`src/inc/rgm_params.svh`:
```
// Constants for the RGMII MAC-side port: clock rates and half periods.
// Assumes the core clock runs at 50 MHz; times are held in picoseconds.
`ifndef RGM_PARAMS_SVH
`define RGM_PARAMS_SVH

// Core clock period
`define RGM_CLK_PERIOD_PS 32'h0000_4E20
// Half periods of the transmit clock per speed (125, 25 and 2.5 MHz)
`define RGM_TXC_HALF_1000_PS 32'h0000_0FA0
`define RGM_TXC_HALF_100_PS 32'h0000_4E20
`define RGM_TXC_HALF_10_PS 32'h0003_0D40
// Half period of the 25 MHz reference clock for the PHY
`define RGM_REF_HALF_PS 32'h0000_4E20
// Buffer shape in the transmit path
`define RGM_FIFO_DEPTH 8
`define RGM_FIFO_WIDTH 9
// Width of the half-period counters
`define RGM_CNT_W 8
// Idle value driven on the data pins
`define RGM_IDLE_NIBBLE 4'h0

`endif

```
`src/inc/rgm_pkg.sv`:
```
// Types shared by the RGMII MAC-side port and its transmit buffer.
// Assumes rgm_params.svh sits on the include path.
`include "rgm_params.svh"

package rgm_pkg;

  // Link speed selected by the MAC
  typedef enum logic [1:0] {
    RGM_SPD_10 = 2'b00,
    RGM_SPD_100 = 2'b01,
    RGM_SPD_1000 = 2'b10
  } rgm_speed_e;

  // One byte of a frame with its error mark
  typedef struct packed {
    logic err;
    logic [7:0] data;
  } rgm_byte_s;

  // Whole state of the port
  typedef struct packed {
    logic txc;
    logic tx_ctl;
    logic [3:0] txd;
    logic [3:0] tx_hi;
    logic tx_en;
    logic tx_err;
    logic [`RGM_CNT_W-1:0] tx_cnt;
    logic ref_clk;
    logic [`RGM_CNT_W-1:0] ref_cnt;
    logic rxc_s1;
    logic rxc_s2;
    logic rxc_prev;
    logic ctl_s1;
    logic ctl_s2;
    logic [3:0] rxd_s1;
    logic [3:0] rxd_s2;
    logic gig_s1;
    logic gig_s2;
    logic gig_prev;
    logic [3:0] rx_lo;
    logic rx_dv;
    rgm_byte_s rx_byte;
    logic rx_valid;
    logic rx_active;
  } rgm_port_state_s;

endpackage

```
`src/verilog/rgm_fifo.sv`:
```
// Small synchronous FIFO holding transmit bytes ahead of the pin logic.
// Assumes both sides run on clk; valid/ready handshake on each side.
`timescale 1ns/1ps
`default_nettype none

`include "rgm_params.svh"

module rgm_fifo #(
  parameter int WIDTH = `RGM_FIFO_WIDTH,
  parameter int DEPTH = `RGM_FIFO_DEPTH
) (
  input wire logic clk, // Core clock
  input wire logic srst, // Synchronous reset, high
  input wire logic [WIDTH-1:0] in_data, // Word to store
  input wire logic in_valid, // Word offered
  output logic in_ready, // Room for a word
  output logic [WIDTH-1:0] out_data, // Oldest word
  output logic out_valid, // Oldest word present
  input wire logic out_ready // Drain takes the word
);
  import rgm_pkg::*;

  localparam int PW = $clog2(DEPTH);
  localparam int CW = $clog2(DEPTH + 1);

  typedef struct packed {
    logic [DEPTH-1:0][WIDTH-1:0] mem;
    logic [PW-1:0] wr_ptr;
    logic [PW-1:0] rd_ptr;
    logic [CW-1:0] count;
  } rgm_fifo_state_s;

  rgm_fifo_state_s s_r;
  rgm_fifo_state_s s_nxt;
  logic push;
  logic pop;

  // Handshakes straight from the stored count
  assign in_ready = (s_r.count != CW'(DEPTH));
  assign out_valid = (s_r.count != '0);
  assign out_data = s_r.mem[s_r.rd_ptr];
  assign push = in_valid & in_ready;
  assign pop = out_valid & out_ready;

  // Pointer wrap assumes a power-of-two depth
  always_comb begin
    s_nxt = s_r;
    if (push) begin
      s_nxt.mem[s_r.wr_ptr] = in_data;
      s_nxt.wr_ptr = s_r.wr_ptr + PW'(1);
    end
    if (pop) begin
      s_nxt.rd_ptr = s_r.rd_ptr + PW'(1);
    end
    s_nxt.count = s_r.count + CW'(push) - CW'(pop);
  end

  // State register
  always_ff @(posedge clk) begin
    if (srst) begin
      s_r <= '0;
    end else begin
      s_r <= s_nxt;
    end
  end

endmodule // rgm_fifo

`default_nettype wire

```
`src/verilog/rgm_mac_port.sv`:
```
// MAC-side RGMII port: transmit pins, receive pins, PHY reference clock.
// Assumes one 50 MHz core clock; receive pins arrive asynchronously.
// Transmit pins leave edge-aligned; the PHY or the board adds the skew.
// Division reaches 25 MHz at most; gigabit rate needs the PHY's clock.
// Receive pins must hold two core cycles around each rxc edge.
// Notes on behaviour
// - Drive transmit frame data on four pins
// - One control pin carries enable and error
// - Source transmit clock at speed-dependent rate
// - Decode valid and error from receive control
// - Output 25 MHz PHY reference clock, continuous except while srst is high
// - Optionally derive transmit clock from PHY clock
`timescale 1ns/1ps
`default_nettype none

`include "rgm_params.svh"

module rgm_mac_port (
  input wire logic clk, // Core clock, 50 MHz
  input wire logic srst, // Synchronous reset, high
  input wire rgm_pkg::rgm_speed_e speed_sel, // Link speed
  input wire logic use_phy_gig_clock, // Gigabit: follow PHY clock
  input wire rgm_pkg::rgm_byte_s tx_in, // Byte to send
  input wire logic tx_valid, // Byte offered
  output logic tx_ready, // Buffer has room
  output rgm_pkg::rgm_byte_s rx_out, // Received byte
  output logic rx_valid, // Received byte pulse
  output logic rx_active, // Receive data valid level
  output logic [3:0] txd, // Transmit data pins
  output logic tx_ctl, // Transmit control pin
  output logic txc, // Transmit clock pin
  input wire logic [3:0] rxd, // Receive data pins
  input wire logic rx_ctl, // Receive control pin
  input wire logic rxc, // Receive clock pin
  input wire logic phy_supplied_gig_clock, // 125 MHz from PHY
  output logic phy_ref_clock_out // 25 MHz reference to PHY
);
  import rgm_pkg::*;

  rgm_port_state_s s_r;
  rgm_port_state_s s_nxt;
  rgm_byte_s fifo_byte;
  logic fifo_valid;
  logic fifo_pop;
  logic tick;
  logic gig_mode;
  logic rx_rise;
  logic rx_fall;
  logic [3:0] lo_nib;
  logic [3:0] hi_nib;
  logic lo_ctl;
  logic hi_ctl;
  rgm_byte_s rx_join;

  // Cycles per half period, rounded down, never below one
  // Rounding down keeps txc at or above the asked rate, except at gigabit, where the floor of one gives 25 MHz
  function automatic logic [`RGM_CNT_W-1:0] half_cycles(input logic [31:0] half_ps);
    logic [31:0] c;
    c = half_ps / `RGM_CLK_PERIOD_PS;
    if (c == 32'h0000_0000) begin
      c = 32'h0000_0001;
    end
    return c[`RGM_CNT_W-1:0];
  endfunction

  // Half period per speed; the reserved code runs as 10M
  function automatic logic [`RGM_CNT_W-1:0] speed_half(input rgm_speed_e sp);
    logic [`RGM_CNT_W-1:0] h;
    case (sp)
      RGM_SPD_1000: h = half_cycles(`RGM_TXC_HALF_1000_PS);
      RGM_SPD_100: h = half_cycles(`RGM_TXC_HALF_100_PS);
      default: h = half_cycles(`RGM_TXC_HALF_10_PS);
    endcase
    return h;
  endfunction

  // Transmit buffer; its ready is the port's back-pressure
  // Eight bytes ride out the slow 10M drain against a burst
  rgm_fifo #(
    .WIDTH(`RGM_FIFO_WIDTH),
    .DEPTH(`RGM_FIFO_DEPTH)
  ) u_tx_fifo (
    .clk(clk),
    .srst(srst),
    .in_data(tx_in),
    .in_valid(tx_valid),
    .in_ready(tx_ready),
    .out_data(fifo_byte),
    .out_valid(fifo_valid),
    .out_ready(fifo_pop)
  );

  // Edge detection only on second synchroniser stages
  assign gig_mode = (speed_sel == RGM_SPD_1000) && use_phy_gig_clock;
  assign rx_rise = s_r.rxc_s2 & ~s_r.rxc_prev;
  assign rx_fall = ~s_r.rxc_s2 & s_r.rxc_prev;
  // A byte leaves the buffer only as the clock rises
  assign fifo_pop = tick & ~s_r.txc & fifo_valid;

  // Divider tick, or an edge of the PHY's own gigabit clock
  always_comb begin
    if (gig_mode) begin
      tick = s_r.gig_s2 ^ s_r.gig_prev;
    end else begin
      tick = (s_r.tx_cnt >= speed_half(speed_sel) - `RGM_CNT_W'(1));
    end
  end

  // Pin values for the next txc edge; idle drives zero with control low
  always_comb begin
    if (fifo_valid) begin
      lo_nib = fifo_byte.data[3:0];
      hi_nib = fifo_byte.data[7:4];
      lo_ctl = 1'b1;
    end else begin
      lo_nib = `RGM_IDLE_NIBBLE;
      hi_nib = `RGM_IDLE_NIBBLE;
      lo_ctl = 1'b0;
    end
    hi_ctl = s_r.tx_en ^ s_r.tx_err;
  end

  // Byte as it stands at a falling rxc edge
  always_comb begin
    rx_join.data = {s_r.rxd_s2, s_r.rx_lo};
    rx_join.err = s_r.rx_dv ^ s_r.ctl_s2;
  end

  // Transmit pins straight from state, so they never glitch
  assign txd = s_r.txd;
  assign tx_ctl = s_r.tx_ctl;
  assign txc = s_r.txc;

  // Reference clock and receive side, also from state
  assign phy_ref_clock_out = s_r.ref_clk;
  assign rx_out = s_r.rx_byte;
  assign rx_valid = s_r.rx_valid;
  assign rx_active = s_r.rx_active;

  always_comb begin
    s_nxt = s_r;
    s_nxt.rx_valid = 1'b0;
    // Two-stage synchronisers on every pin from the PHY
    // Receive clock; the third flop remembers the level for edges
    s_nxt.rxc_s1 = rxc;
    s_nxt.rxc_s2 = s_r.rxc_s1;
    s_nxt.rxc_prev = s_r.rxc_s2;
    // Control and data; they must hold two cycles around rxc edges
    s_nxt.ctl_s1 = rx_ctl;
    s_nxt.ctl_s2 = s_r.ctl_s1;
    s_nxt.rxd_s1 = rxd;
    s_nxt.rxd_s2 = s_r.rxd_s1;
    // PHY gigabit clock; read only in follow mode
    s_nxt.gig_s1 = phy_supplied_gig_clock;
    s_nxt.gig_s2 = s_r.gig_s1;
    s_nxt.gig_prev = s_r.gig_s2;

    // Reference clock: free-running divider, held low only while srst is high
    // Gating it would upset the PHY, which times itself from it
    if (s_r.ref_cnt >= half_cycles(`RGM_REF_HALF_PS) - `RGM_CNT_W'(1)) begin
      s_nxt.ref_cnt = '0;
      s_nxt.ref_clk = ~s_r.ref_clk;
    end else begin
      s_nxt.ref_cnt = s_r.ref_cnt + `RGM_CNT_W'(1);
    end

    // Transmit clock divider; held at zero while following the PHY clock
    // Cleared on each tick, so a new speed starts a fresh half period
    if (tick || gig_mode) begin
      s_nxt.tx_cnt = '0;
    end else begin
      s_nxt.tx_cnt = s_r.tx_cnt + `RGM_CNT_W'(1);
    end

    // Edge-aligned transmit; buffer underrun ends the frame
    // An empty buffer at a rise drops control, so the PHY sees the end
    if (tick) begin
      s_nxt.txc = ~s_r.txc;
      if (!s_r.txc) begin
        // Rising txc: low nibble, enable on control
        s_nxt.tx_en = fifo_valid;
        s_nxt.tx_err = fifo_valid & fifo_byte.err;
        s_nxt.txd = lo_nib;
        s_nxt.tx_hi = hi_nib;
        s_nxt.tx_ctl = lo_ctl;
      end else begin
        // Falling txc: high nibble, enable XOR error
        s_nxt.txd = s_r.tx_hi;
        s_nxt.tx_ctl = hi_ctl;
      end
    end

    // Receive: low nibble and valid on rising, high nibble on falling
    if (rx_rise) begin
      s_nxt.rx_lo = s_r.rxd_s2;
      s_nxt.rx_dv = s_r.ctl_s2;
      s_nxt.rx_active = s_r.ctl_s2;
    end
    // No back-pressure here: a byte not taken at once is lost
    if (rx_fall && s_r.rx_dv) begin
      s_nxt.rx_byte = rx_join;
      s_nxt.rx_valid = 1'b1;
    end
  end

  // State register
  always_ff @(posedge clk) begin
    if (srst) begin
      s_r <= '0;
    end else begin
      s_r <= s_nxt;
    end
  end

endmodule // rgm_mac_port

`default_nettype wire
```
`config.mk`:
```
export PLATFORM = sky130hd
export DESIGN_NAME = rgm_mac_port
export DESIGN_NICKNAME = d
export VERILOG_FILES = /design/src/inc/rgm_pkg.sv /design/src/verilog/rgm_fifo.sv /design/src/verilog/rgm_mac_port.sv
export VERILOG_INCLUDE_DIRS = /design/src /design/src/inc
export SDC_FILE = /design/constraint.sdc
export NUM_CORES = 1
export LEC_CHECK = 0
export BUFFER_PORTS_ARGS = -buffer_cell sky130_fd_sc_hd__clkbuf_2
export CAP_MARGIN = 0
export CORE_ASPECT_RATIO = 1.25
export CORE_MARGIN = 4
export CORE_UTILIZATION = 33
export DETAILED_ROUTE_END_ITERATION = 10
export GPL_ROUTABILITY_DRIVEN = 0
export PLACE_DENSITY = 0.6
export SLEW_MARGIN = 0
export SYNTH_ARGS = -nofsm -noshare
export SYNTH_HDL_FRONTEND = slang
export SYNTH_SLANG_ARGS = --single-unit
```
`constraint.sdc`:
```
create_clock -name clk -period 6.9 [get_ports clk]
set_input_delay 1.035 -clock clk [delete_from_list [all_inputs] [get_ports clk]]
set_output_delay 1.035 -clock clk [all_outputs]
set_load 0.01 [all_outputs]
```
* Yosys cells after proc, flatten, opt, wreduce, memory -nomap -nowiden
Index checks and enable logic that the tools add are counted.
** Word-level totals
- Output and inout bits :: 19
- Bits in registers :: 142
** Cells by class
- Eq/ne operators :: 3
- Reductions and logical operators :: 9
- Mux-type cells :: 13
- Order comparisons :: 5
- Bitwise logic cells :: 14
- Add/subtract/negate cells :: 7
** Operator list (count)
- 72-bit bitwise mux :: 1
- 9-bit binary-select mux with 3-bit select :: 1
- 9-bit demux with 3-bit select :: 1
- 9-bit two-way mux :: 2
- 8-bit by 1-bit adder with 8-bit output, second input constant :: 2
- 4-bit two-way mux :: 3
- 8-bit by 1-bit >= comparator with 1-bit output, second input constant :: 1
- 8-bit >= comparator :: 1
- 3-bit by 4-bit < comparator with 1-bit output, second input constant :: 2
- 8-bit two-way mux :: 1
- 8-bit by 1-bit subtractor with 8-bit output, second input constant :: 1
- 1-bit bitwise AND :: 7
- 3-bit by 1-bit adder with 3-bit output, second input constant :: 2
- 2-bit OR reduction :: 3
- 5-bit two-way mux :: 1
- 4-bit by 1-bit adder with 4-bit output :: 1
- 4-bit inequality test, second input constant :: 1
- 1-bit inverter :: 4
- 4-bit nonzero test :: 1
- 4-bit by 1-bit subtractor with 4-bit output :: 1
- 3-bit by 1-bit >= comparator with 1-bit output, second input constant :: 1
- 1-bit logical AND :: 3
- 1-bit two-way mux :: 3
- 1-bit bitwise XOR :: 3
- other kinds (4) :: 4

* Depth between registers and ports, before layout
Gate-level depths: netlist (run 1).
- Word-level depth :: 11
- Mapped depth :: 14
- Mapped depth without buffers :: 13

* Modules after synthesis
Synthesis (run 1) repeated with hierarchy kept, for this count alone.
** Unflattened totals
- Cells, all modules :: 549
- Area, all modules :: 5933.2 um2
** Modules (own cells, without submodules)
- rgm_fifo :: instances 1, area an instance 4043.9 um2, cells each 360, sequential area each 1641.6 um2
- rgm_mac_port :: instances 1, area an instance 1889.3 um2, cells each 189, sequential area each 1041.0 um2

* Least setup slack after synthesis (run 1)
OpenSTA, ideal clock, no wires.
- Path kind :: in2reg
- Start :: input port speed_sel[0]
- End :: register u_tx_fifo.s_r[2] in the netlist's numbering
- Buffers on the path :: 0
- Arrival :: 2.816 ns
- Cell stages on the path :: 13
- Path slack :: 3.957 ns
- Path through :: inv_1 > ha_1 > nand2_1 > o211a_4 > nand2_1 > inv_1 > ha_1 > inv_1 > ha_1 > inv_1 > fa_1 > xor2_1 > nor2_1
** Between the ends
- Word-level cells in the longest chain between the ends :: 11
- Elaborated cells on any way between the ends :: 13
- Classes of those cells :: 2 x add/sub; 1 x order compare; 2 x eq/ne; 3 x mux; 3 x bitwise; 2 x reduce/logical
** Ends and longest elaborated chain
- from (decl) :: RTL line rgm_mac_port.sv:21 : input wire rgm_pkg::rgm_speed_e speed_sel,
- 2-bit == test or 2-bit by 1-bit == test with 1-bit output (tied branches) :: RTL line rgm_mac_port.sv:69, rgm_mac_port.sv:94
- 2-bit OR reduction (no line)
- 4-bit two-way mux :: RTL line rgm_mac_port.sv:69 : case (sp)
- 8-bit two-way mux :: RTL line rgm_mac_port.sv:102 : if (gig_mode) begin
- 8-bit by 1-bit subtractor with 8-bit output :: RTL line rgm_mac_port.sv:105 : tick = (s_r.tx_cnt >= speed_half(speed_sel) - `RGM_CNT_W'(1));
- 8-bit >= comparator :: RTL line rgm_mac_port.sv:105
- 1-bit two-way mux * :: RTL line rgm_mac_port.sv:102
- 1-bit bitwise AND * (2 in a row) :: RTL line rgm_mac_port.sv:98 : assign fifo_pop = tick & ~s_r.txc & fifo_valid;
- 1-bit bitwise AND * :: RTL line rgm_fifo.sv:43 : assign pop = out_valid & out_ready;
- net u_tx_fifo.pop :: RTL line rgm_fifo.sv:36 : logic pop;
- 4-bit by 1-bit subtractor with 4-bit output * :: RTL line rgm_fifo.sv:55 : s_nxt.count = s_r.count + CW'(push) - CW'(pop);
- to (signal assigned) :: RTL line rgm_fifo.sv:63 : s_r <= s_nxt;
- to (decl) :: RTL line rgm_fifo.sv:33 : rgm_fifo_state_s s_r;
The timed path passes the listed nets; every way through them passes the cells marked *. The select of a mux whose other input is x is not followed.
A chain may end at the register's enable or synchronous reset.

* Worst setup path after layout (run 1)
Same ends and word-level chain as after synthesis.

==> impl_results.md, run 1 <==
* Status: completed
* Cell Area, Synth at 0.00563 sq mm
* Width of the die at 125 um
* IO buf count at 40
* Clk_lat worst skew at 0.41 ns
* Drt first pass iters at 4
* Clock Path Buffers at 2
* Placement Rows at 53
* Post-CTS Setup Bufs at 0
* Worst-path maximum fanout at 15
* Util after Layout at 38.8%
* H-tree Lvls at 4
* Number of synthesized flops with an enable pin at 0
* Cell variety after synth at 44
* Clk slew on worst S/H paths at 0.05 ns
* Number of nets with antenna violations after routing at 0
* Final min period at 3.19 ns
* Largest net degree at the start of global routing at 66
* CTS Root Cell: clkbuf_16
* Maxcap violations at 0
* Post-DP HPWL at 7700 um
* Initial antenna violation count at 0
* Resized cells post-CTS at 0
* Vias per cell at 4.78
* Commonest non-fill, non-tap cells in the layout: 134 x dfxtp_1, 103 x nor2_1, 85 x mux2i_1, 39 x clkbuf_2, 21 x a21oi_1
* Routed wire length at 11600 um
* Setup TNS at 0 ns
* Critical path capture point type: register
* Share of cells above drive strength 1 at 18.3%
* Max VDD drop at 0.177 mV
* Cell at the slowest stage of the critical path: nand4_1
* Die area at 0.0192 sq mm
* Post-synthesis sequential area ratio at 47.6%
* Sequential cell area at 0.00268 sq mm
* Drt drc at 0
* CP required at 7.17 ns
* CP arrival at 3.46 ns
* Area Growth Syn to Fin at 15.7%
* Slew headroom at 40.0%
* Slew Limit Fails at 0
* Post-Route Skew at 0.0115 ns
* Boundary Pins at 41
* WHS at 0.410 ns
* Final worst-path cycle share at 46.2%
* Initial DRC count at 138
* Initial Util at 33.6%
* FFs w/ async S/R, synth at 0%
* Yosys synthesis warning count at 0
* Mean Syn Cell Area at 10.5 sq um
* Worst path top cell family by delay: adder cells
* RSZ-0062 raised after global routing: no
* Number of global-route vias before repair at 3932
* CTS buffer count at 17
* Fmax at 314 MHz
* GRT Residual Overflow at 0
* Final net count at 583
* Final hold viol count at 0
* N_diodes at 0
* DP Cell Count at 751
* Setup violators final at 0
* CP bufs+invs at 5
* P_leak at 0.00286 uW
* Worst setup SP type: input pin
* Gr usage total at 12.6%
* Slew @ Worst Pin at 0.897 ns
* Main flop type after synthesis: dfxtp_1
* Worst path cell trace: clkbuf_2 > inv_1 > ha_1 > nand2_1 > nand4_1 > nand2_1 > inv_1 > ha_1 > inv_1 > ha_1 > inv_1 > fa_1 > xor2_1 > nor2_1
* WL/cell at 14.8 um
* Power Density at 336 mW/mm^2
* Vias at 3742
* Synth Register Bits at 134
* Die height at 154 um
* Worst Hold Class: reg2reg
* Largest stage delay, worst path at 0.51 ns
* CORE AREA at 0.0168 sq mm
* Most common cell after layout, fill and taps aside: dfxtp_1
* Final std cells w/o fill at 783
* CTS Sinks at 134
* TritonCTS clock tree: yes
* Worst setup path class: in2reg
* Multi-input logic area at 0.00260 sq mm
* Synth Instances at 538
* Top cell by count, worst path: inv_1
* Number of fill cells in the layout at 1617
* Hold-fix buffers, CTS at 0
* First-pass GRT wire length at 19300 um
-- worst register-to-register path: stages (launching register included) --
cell	delay [ns]
dfxtp_1	0.30
nor4_1	0.46
nand4_1	0.58
nand2_1	0.26
inv_1	0.08
ha_1	0.29
inv_1	0.05
ha_1	0.16
inv_1	0.06
fa_1	0.37
xor2_1	0.15
nor2_1	0.05
-- cell families (layout without fill, tap and decap cells) --
logic type      Yosys count  in the layout  synth area share [%]
buf+inv                  71             93                  6.71
mux                     108            108                  23.6
simple gates            159            159                  13.0
flops                   134            134                  47.6
compound gates           46             46                  5.18
other cells               1              4                0.0666
xor+xnor                  8              8                  1.24
fa+ha+maj                11             11                  2.58
-- metrics by stage --
step | area [sq um] | total power [uW] | setup slack [ns]
floorplan | 5640 | 1170 | 3.96
global placement | 5860 | 1220 | 3.36
detailed placement | 5860 | 1240 | 3.30
CTS | 6510 | 2210 | 3.72
global route | 6510 | 2290 | 3.53
finish | 6510 | 2190 | 3.71
-- metal layers --
layer / track usage, % / part of all wire (%)
met5: 0 / 0
met4: 5.17 / 2.0
met3: 3.93 / 4.5
met2: 22.1 / 50
met1: 14.2 / 43
-- sequential cells by signal, indices dropped and copies added, names as in the netlist --
signal and flops:
u_tx_fifo.s_r 82, phy_ref_clock_out 1, txc 1, rx_out 9, rx_valid 1, rx_active 1, s_nxt 9, tx_ctl 1
s_r 17, rx_join 8, txd 4
-- report_power, final --
| part | switching (uW) | internal (uW) | leakage [uW] | total (uW) |
|---|---|---|---|---|
| sequential | 33.4 | 824 | 0.00109 | 857 |
| clock | 326 | 643 | 0.000315 | 969 |
| combinational | 197 | 162 | 0.00146 | 359 |
| total | 557 | 1630 | 0.00286 | 2190 |
-- Yosys cell counts (10+ instances only) --
master      n  share of area (%)
dfxtp_1   134                 48
nor2_1    103                6.9
mux2i_1    85                 15
clkbuf_1   23                1.5
a21oi_1    21                1.9
nor2b_1    20                2.2
buf_4      19                2.5
inv_1      14               0.93
mux4_2     14                5.6
ha_1       10                2.2
nand3_1    10               0.89
o21ai_0    10               0.89
-- layout make-up --
type	count	area share, %
clock buffers	21	7.38
clock inverters	11	2.63
inverters	15	0.864
multi-input cells	336	39.9
flip-flops and latches	134	41.2
well taps	220	4.23
repair buffers	46	3.80
-- final timing paths --
| path | startpoint | end | slack, ns | depth (start not counted) |
|---|---|---|---|---|
| worst min-delay path | phy_ref_clock_out | phy_ref_clock_out | 0.41 | 1 |
| worst max register to register | s_r[48] | u_tx_fifo.s_r[2] | 3.97 | 11 |
| worst max-delay path | speed_sel[0] | u_tx_fifo.s_r[2] | 3.71 | 14 |
| worst min register to register | phy_ref_clock_out | phy_ref_clock_out | 0.41 | 1 |
Note: power is estimated with default switching activity, not from simulation.
==> run 2: changes to the inputs <==
==> constraint.sdc (replaced) <==
create_clock -name clk -period 3.13 [get_ports clk]
set_input_delay 0.4695 -clock clk [delete_from_list [all_inputs] [get_ports clk]]
set_output_delay 0.4695 -clock clk [all_outputs]
set_load 0.01 [all_outputs]
==> run 2 against run 1 <==
Net effect: die area is the same; global-route usage grew 0.24 points; combinational power rose by 120%; worst setup slack worse by 3.3 ns; clock power grew 83%; register-to-register slack got worse by 3.5 ns; hold slack got worse by 0.14 ns; cell count increased by 0.13%; non-clock buffer count is 4 higher; power increased by 100%; via count shrank 0.29%; sequential power is 120% higher; largest cell class unchanged.
==> impl_results.md, run 2 (same netlist as run 1, synthesis figures left out) <==
* Status: completed (unchanged)
* Initial DRC count at 176 (was 138)
* Largest regs: u_tx_fifo.s_r: 82 flops, s_r: 17 flops (unchanged)
* Max VDD drop at 0.389 mV (was 0.177 mV)
* Clk_lat worst skew at 0.41 ns (about the same)
* Routed wire length at 11600 um (about the same)
* Power Density at 695 mW/mm^2 (was 336 mW/mm^2)
* Worst path cell trace: inv_1 > ha_1 > or3b_1 > o211a_4 > nand2_1 > inv_1 > ha_1 > inv_1 > ha_1 > inv_1 > fa_1 > xor2_1 > nor2_1 (was clkbuf_2 > inv_1 > ha_1 > nand2_1 > nand4_1 > nand2_1 > inv_1 > ha_1 > inv_1 > ha_1 > inv_1 > fa_1 > xor2_1 > nor2_1)
* Number of global-route vias before repair at 3834 (was 3932)
* Critical path capture point type: register (unchanged)
* Most common cell after layout, fill and taps aside: dfxtp_1 (unchanged)
* Cell Int Power at 3310 uW (was 1630 uW)
* Share of cells above drive strength 1 at 18.1% (was 18.3%)
* Post-CTS Setup Bufs at 0 (unchanged)
* Worst setup path class: reg2reg (was in2reg)
* CP required at 3.41 ns (was 7.17 ns)
* Crit path launch: u_tx_fifo.s_r[2] (was speed_sel[0])
* TritonCTS clock tree: yes (unchanged)
* Vias per cell at 4.76 (was 4.78)
* Post-Route Skew at 0.00687 ns (was 0.0115 ns)
* Slew @ Worst Pin at 0.885 ns (was 0.897 ns)
* Sequential power share at 42.4% (was 39.2%)
* CTS Root Cell: clkbuf_16 (unchanged)
* CTS Sinks at 134 (unchanged)
* Final worst-path cycle share at 85.6%
* N_diodes at 0 (unchanged)
* Drt first pass iters at 4 (unchanged)
* WHS Path Cells at 2 (was 1)
* Die area at 0.0192 sq mm (unchanged)
* Vias at 3731 (was 3742)
* Clk slew on worst S/H paths at 0.05 ns (about the same)
* IO buf count at 40 (unchanged)
* Setup violators final at 0 (unchanged)
* R2R Path Start: u_tx_fifo.s_r[2] (was s_r[48])
* RSZ-0062 raised after global routing: no (unchanged)
* Gate power share at 17.9% (was 16.4%)
* Clock Power Share at 39.7% (was 44.3%)
* Top cell by count, worst path: inv_1 (unchanged)
* Largest net degree at the start of global routing at 47 (was 66)
* Resized cells post-CTS at 0 (unchanged)
* Slew headroom at 40.8% (was 40.0%)
* Cell area after placement at 0.00589 sq mm (was 0.00586 sq mm)
* Drt drc at 0 (unchanged)
* P_leak at 0.00284 uW (was 0.00286 uW)
* Initial antenna violation count at 0 (unchanged)
* Most flops, register: u_tx_fifo.s_r (unchanged)
* Commonest non-fill, non-tap cells in the layout: 134 x dfxtp_1, 103 x nor2_1, 85 x mux2i_1, 39 x clkbuf_2, 21 x a21oi_1 (unchanged)
* Number of nets with antenna violations after routing at 0 (unchanged)
* Width of the die at 125 um (unchanged)
* Sw Share at 26.0% (was 25.5%)
* Hold-fix buffers, CTS at 0 (unchanged)
* Setup TNS at 0 ns (unchanged)
* Final instance area at 0.00643 sq mm (was 0.00651 sq mm)
* First-pass GRT wire length at 19600 um (was 19300 um)
* WL/cell at 14.8 um (about the same)
* WHS at 0.273 ns (was 0.410 ns)
* Post-DP HPWL at 8040 um (was 7700 um)
* Crit path to: u_tx_fifo.s_r[2] (unchanged)
* Final min period at 2.68 ns
* Area Growth Syn to Fin at 14.2% (was 15.7%)
* Die height at 154 um (unchanged)
* Number of fill cells in the layout at 1618 (was 1617)
* Initial Util at 33.6% (unchanged)
* Gr usage total at 12.8% (was 12.6%)
* Largest stage delay, worst path at 0.49 ns (was 0.51 ns)
* Cell at the slowest stage of the critical path: or3b_1 (was nand4_1)
* Boundary Pins at 41 (unchanged)
* Worst-path maximum fanout at 8 (was 15)
* CORE AREA at 0.0168 sq mm (unchanged)
* Placement Rows at 53 (unchanged)
* Final hold viol count at 0 (unchanged)
* Max reg flops at 82 (unchanged)
* Worst r2r path cells at 13 (was 11)
* Fmax at 373 MHz
* GRT Residual Overflow at 0 (unchanged)
* Maxcap violations at 0 (unchanged)
* Worst Hold Class: in2reg (was reg2reg)
* FF-to-FF End: u_tx_fifo.s_r[2] (unchanged)
* CP arrival at 2.96 ns (was 3.46 ns)
* H-tree Lvls at 4 (unchanged)
* Psw at 1160 uW (was 557 uW)
* Slew Limit Fails at 0 (unchanged)
* CTS buffer count at 17 (unchanged)
* Worst setup SP type: register (was input pin)
* Clock Path Buffers at 2 (unchanged)
* R2R Setup Slk at 0.45 ns (was 3.97 ns)
* Final net count at 587 (was 583)
## run 2: worst min-delay path by stage
stage	startpoint	slack, ns	to
global placement	phy_ref_clock_out	0.40	phy_ref_clock_out
floorplan	s_nxt[19]	0.41	rx_join[4]
finish	rx_ctl	0.27	s_nxt[27]
detailed placement	phy_ref_clock_out	0.41	phy_ref_clock_out
global route	rx_ctl	0.29	s_nxt[27]
CTS	rx_ctl	0.26	s_nxt[27]
## run 2: cell type report
type                    instances  area (sq um)  share of cell area, %
flip-flops and latches        134          2680                   41.7
multi-input cells             336          2600                   40.5
clock buffers                  25           515                   8.02
repair buffers                 50           278                   4.32
well taps                     220           275                   4.28
inverters                      15          56.3                  0.876
clock inverters                 4          20.0                  0.311
## run 2: through the flow
| step | util (%) | total power, uW | worst slack (ns) | std cells |
|---|---|---|---|---|
| global route | 38.3 | 4710 | 0.293 | 784 |
| global placement | 35.1 | 2700 | 0.547 | 755 |
| CTS | 38.3 | 4530 | 0.427 | 784 |
| floorplan | - | 2580 | 0.676 | 541 |
| finish | 38.3 | 4470 | 0.450 | 784 |
| detailed placement | 35.1 | 2740 | 0.446 | 755 |
## run 2: worst max-delay path, delay by kind of cell (launching register included)
family / cells / cell delay [ns]
AOI/OAI and AO/OA: 1 / 0.23
xor gates and xnor gates: 1 / 0.17
adders and majority gates: 4 / 0.96
buffers and inverters: 4 / 0.28
DFF: 1 / 0.29
and+or+nand+nor: 3 / 0.63
## run 2: metal layers
layer  part of all wire, %  routed length (um)  vias up  global-route usage [%]
met4                   2.5                 291        0                    6.35
met1                    44                5100     1785                    14.9
li1                      -                   -     1857                       -
met2                    50                5760       66                    21.9
met3                   3.6                 419       23                    3.37
met5                     0                   0        -                       0
## run 2: power groups by stage
stage	clock [uW]	sequential, uW	combinational, uW
4_1_cts	1820	1890	817
3_5_place_dp	0	1930	813
5_1_grt	1900	1910	900
6_report	1770	1890	801
3_3_place_gp	0	1920	783
2_1_floorplan	0	1900	675
==> run 3: changes to the inputs <==
--- a/config.mk
+++ b/config.mk
@@ -10,10 +10,10 @@
 export CAP_MARGIN = 0
 export CORE_ASPECT_RATIO = 1.25
 export CORE_MARGIN = 4
-export CORE_UTILIZATION = 33
+export CORE_UTILIZATION = 30
 export DETAILED_ROUTE_END_ITERATION = 10
 export GPL_ROUTABILITY_DRIVEN = 0
-export PLACE_DENSITY = 0.6
+export PLACE_DENSITY = 0.56
 export SLEW_MARGIN = 0
 export SYNTH_ARGS = -nofsm -noshare
 export SYNTH_HDL_FRONTEND = slang
==> run 3 against run 2 <==
Net effect: routed wire length rose by 2.3%; final area rose by 1.0%; register-to-register slack got worse by 0.11 ns; non-clock buffer count fell by 3; critical path depth did not move; global-route usage fell by 1.0 points; worst setup slack got worse by 0.11 ns; critical endpoint unchanged.
==> impl_results.md, run 3 (same netlist as run 1, synthesis figures left out) <==
* Status: completed (unchanged)
* Crit path launch: u_tx_fifo.s_r[2] (unchanged)
* Worst-path maximum fanout at 8 (unchanged)
* Final net count at 584 (was 587)
* CORE AREA at 0.0183 sq mm (was 0.0168 sq mm)
* TritonCTS clock tree: yes (unchanged)
* Number of nets with antenna violations after routing at 0 (unchanged)
* R2R Setup Slk at 0.34 ns (was 0.45 ns)
* N_diodes at 0 (unchanged)
* Max reg flops at 82 (unchanged)
* WL/cell at 14.9 um (was 14.8 um)
* Worst setup SP type: register (unchanged)
* Gr usage total at 11.8% (was 12.8%)
* Slew @ Worst Pin at 1.19 ns (was 0.885 ns)
* Worst setup path class: reg2reg (unchanged)
* Hold-fix buffers, CTS at 0 (unchanged)
* GRT Residual Overflow at 0 (unchanged)
* Final hold viol count at 0 (unchanged)
* Worst Hold Class: in2reg (unchanged)
* Largest regs: u_tx_fifo.s_r: 82 flops, s_r: 17 flops (unchanged)
* Pre-CTS WS at 0.338 ns (was 0.446 ns)
* Cell area after placement at 0.00588 sq mm (was 0.00589 sq mm)
* Slew Limit Fails at 0 (unchanged)
* Routed wire length at 11800 um (was 11600 um)
* Power Density at 730 mW/mm^2 (was 695 mW/mm^2)
* Die height at 161 um (was 154 um)
* Placement Rows at 55 (was 53)
* Clock Path Buffers at 2 (unchanged)
* Final worst-path cycle share at 89.1% (was 85.6%)
* Worst r2r path cells at 13 (unchanged)
* Most flops, register: u_tx_fifo.s_r (unchanged)
* Clk_lat worst skew at 0.41 ns (about the same)
* Number of global-route vias before repair at 3784 (was 3834)
* Wire length on met1 at 5220 um (was 5100 um)
* First-pass GRT wire length at 19500 um (was 19600 um)
* Area Growth Syn to Fin at 15.3% (was 14.2%)
* Post-DP HPWL at 8010 um (was 8040 um)
* CP arrival at 3.03 ns (was 2.96 ns)
* Post-CTS Setup Bufs at 0 (unchanged)
* Boundary Pins at 41 (unchanged)
* Post-route setup slack at 0.342 ns (was 0.450 ns)
* CP required at 3.37 ns (was 3.41 ns)
* Final instance area at 0.00649 sq mm (was 0.00643 sq mm)
* Slew headroom at 20.7% (was 40.8%)
* Met2 WL at 6020 um (was 5760 um)
* Initial Util at 30.8% (was 33.6%)
* Crit path to: u_tx_fifo.s_r[2] (unchanged)
* CTS Sinks at 134 (unchanged)
* Commonest non-fill, non-tap cells in the layout: 134 x dfxtp_1, 103 x nor2_1, 85 x mux2i_1, 39 x clkbuf_2, 21 x a21oi_1 (unchanged)
* Uppermost layer routed: met4 (unchanged)
* CTS buffer count at 17 (unchanged)
* Die area at 0.0210 sq mm (was 0.0192 sq mm)
* CTS Root Cell: clkbuf_16 (unchanged)
* Max VDD drop at 0.373 mV (was 0.389 mV)
* P_leak at 0.00284 uW (about the same)
* Met3 Wirelength at 458 um (was 419 um)
* Resized cells post-CTS at 0 (unchanged)
* Setup violators final at 0 (unchanged)
* Width of the die at 131 um (was 125 um)
* Post-Route Skew at 0.00831 ns (was 0.00687 ns)
* Vias at 3713 (was 3731)
* Drt first pass iters at 4 (unchanged)
* Largest net degree at the start of global routing at 119 (was 47)
* Initial antenna violation count at 0 (unchanged)
* Clk slew on worst S/H paths at 0.06 ns (was 0.05 ns)
* Maxcap violations at 0 (unchanged)
* Fmax at 359 MHz (was 373 MHz)
* WHS at 0.282 ns (was 0.273 ns)
* RSZ-0062 raised after global routing: no (unchanged)
* Most common cell after layout, fill and taps aside: dfxtp_1 (unchanged)
* R2R Path Start: u_tx_fifo.s_r[2] (unchanged)
* Critical path capture point type: register (unchanged)
* Initial DRC count at 179 (was 176)
* FF-to-FF End: u_tx_fifo.s_r[2] (unchanged)
* H-tree Lvls at 4 (unchanged)
* Share of cells above drive strength 1 at 18.4% (was 18.1%)
* Drt drc at 0 (unchanged)
* Final min period at 2.79 ns (was 2.68 ns)
* IO buf count at 40 (unchanged)
* Setup TNS at 0 ns (unchanged)
* Vias per cell at 4.69 (was 4.76)
run 3: area by class of cell:
type | instances | area (sq um)
multi-input combinational | 336 | 2600
clock inverter | 14 | 174
inverter | 15 | 56.3
sequential | 134 | 2680
fill | 1845 | 11800
timing repair buffer | 47 | 255
clock buffer | 18 | 439
tap | 228 | 285
run 3: per-stage QoR:
| step | cells | utilization, % | power [uW] |
|---|---|---|---|
| 4_1_cts | 792 | 35.5 | 4810 |
| 3_5_place_dp | 760 | 32.1 | 2750 |
| 2_1_floorplan | 541 | - | 2580 |
| 3_3_place_gp | 760 | 32.1 | 2700 |
| 5_1_grt | 792 | 35.5 | 4980 |
| 6_report | 792 | 35.5 | 4740 |
run 3: worst min-delay path by stage:
| stage | startpoint | to | cells past startpoint |
|---|---|---|---|
| after floorplan | s_nxt[19] | rx_join[4] | 1 |
| after global placement | phy_ref_clock_out | phy_ref_clock_out | 1 |
| after detailed placement | phy_ref_clock_out | phy_ref_clock_out | 1 |
| after CTS | rx_ctl | s_nxt[27] | 2 |
| after global routing | rx_ctl | s_nxt[27] | 2 |
| final | rx_ctl | s_nxt[27] | 2 |
run 3: routing by layer:
layer,global-route usage (%),vias up
met5,0,-
met2,20.0,60
li1,-,1852
met3,2.94,11
met1,14.4,1790
met4,4.12,0
run 3: power by group:
| part | total (uW) | leakage [uW] | internal, uW | switching (uW) |
|---|---|---|---|---|
| logic | 803 | 0.00146 | 362 | 441 |
| registers | 1900 | 0.00109 | 1820 | 83.3 |
| clock network | 2030 | 0.000289 | 1280 | 754 |
| total | 4740 | 0.00284 | 3460 | 1280 |
run 3: critical path: stages, from the launching register on:
cell and delay [ns]:
dfxtp_1 0.30, inv_1 0.11, ha_1 0.16, or3b_1 0.49
o211a_4 0.23, nand2_1 0.09, inv_1 0.06, ha_1 0.28
inv_1 0.06, ha_1 0.16, inv_1 0.06, fa_1 0.39
xor2_1 0.18, nor2_1 0.06
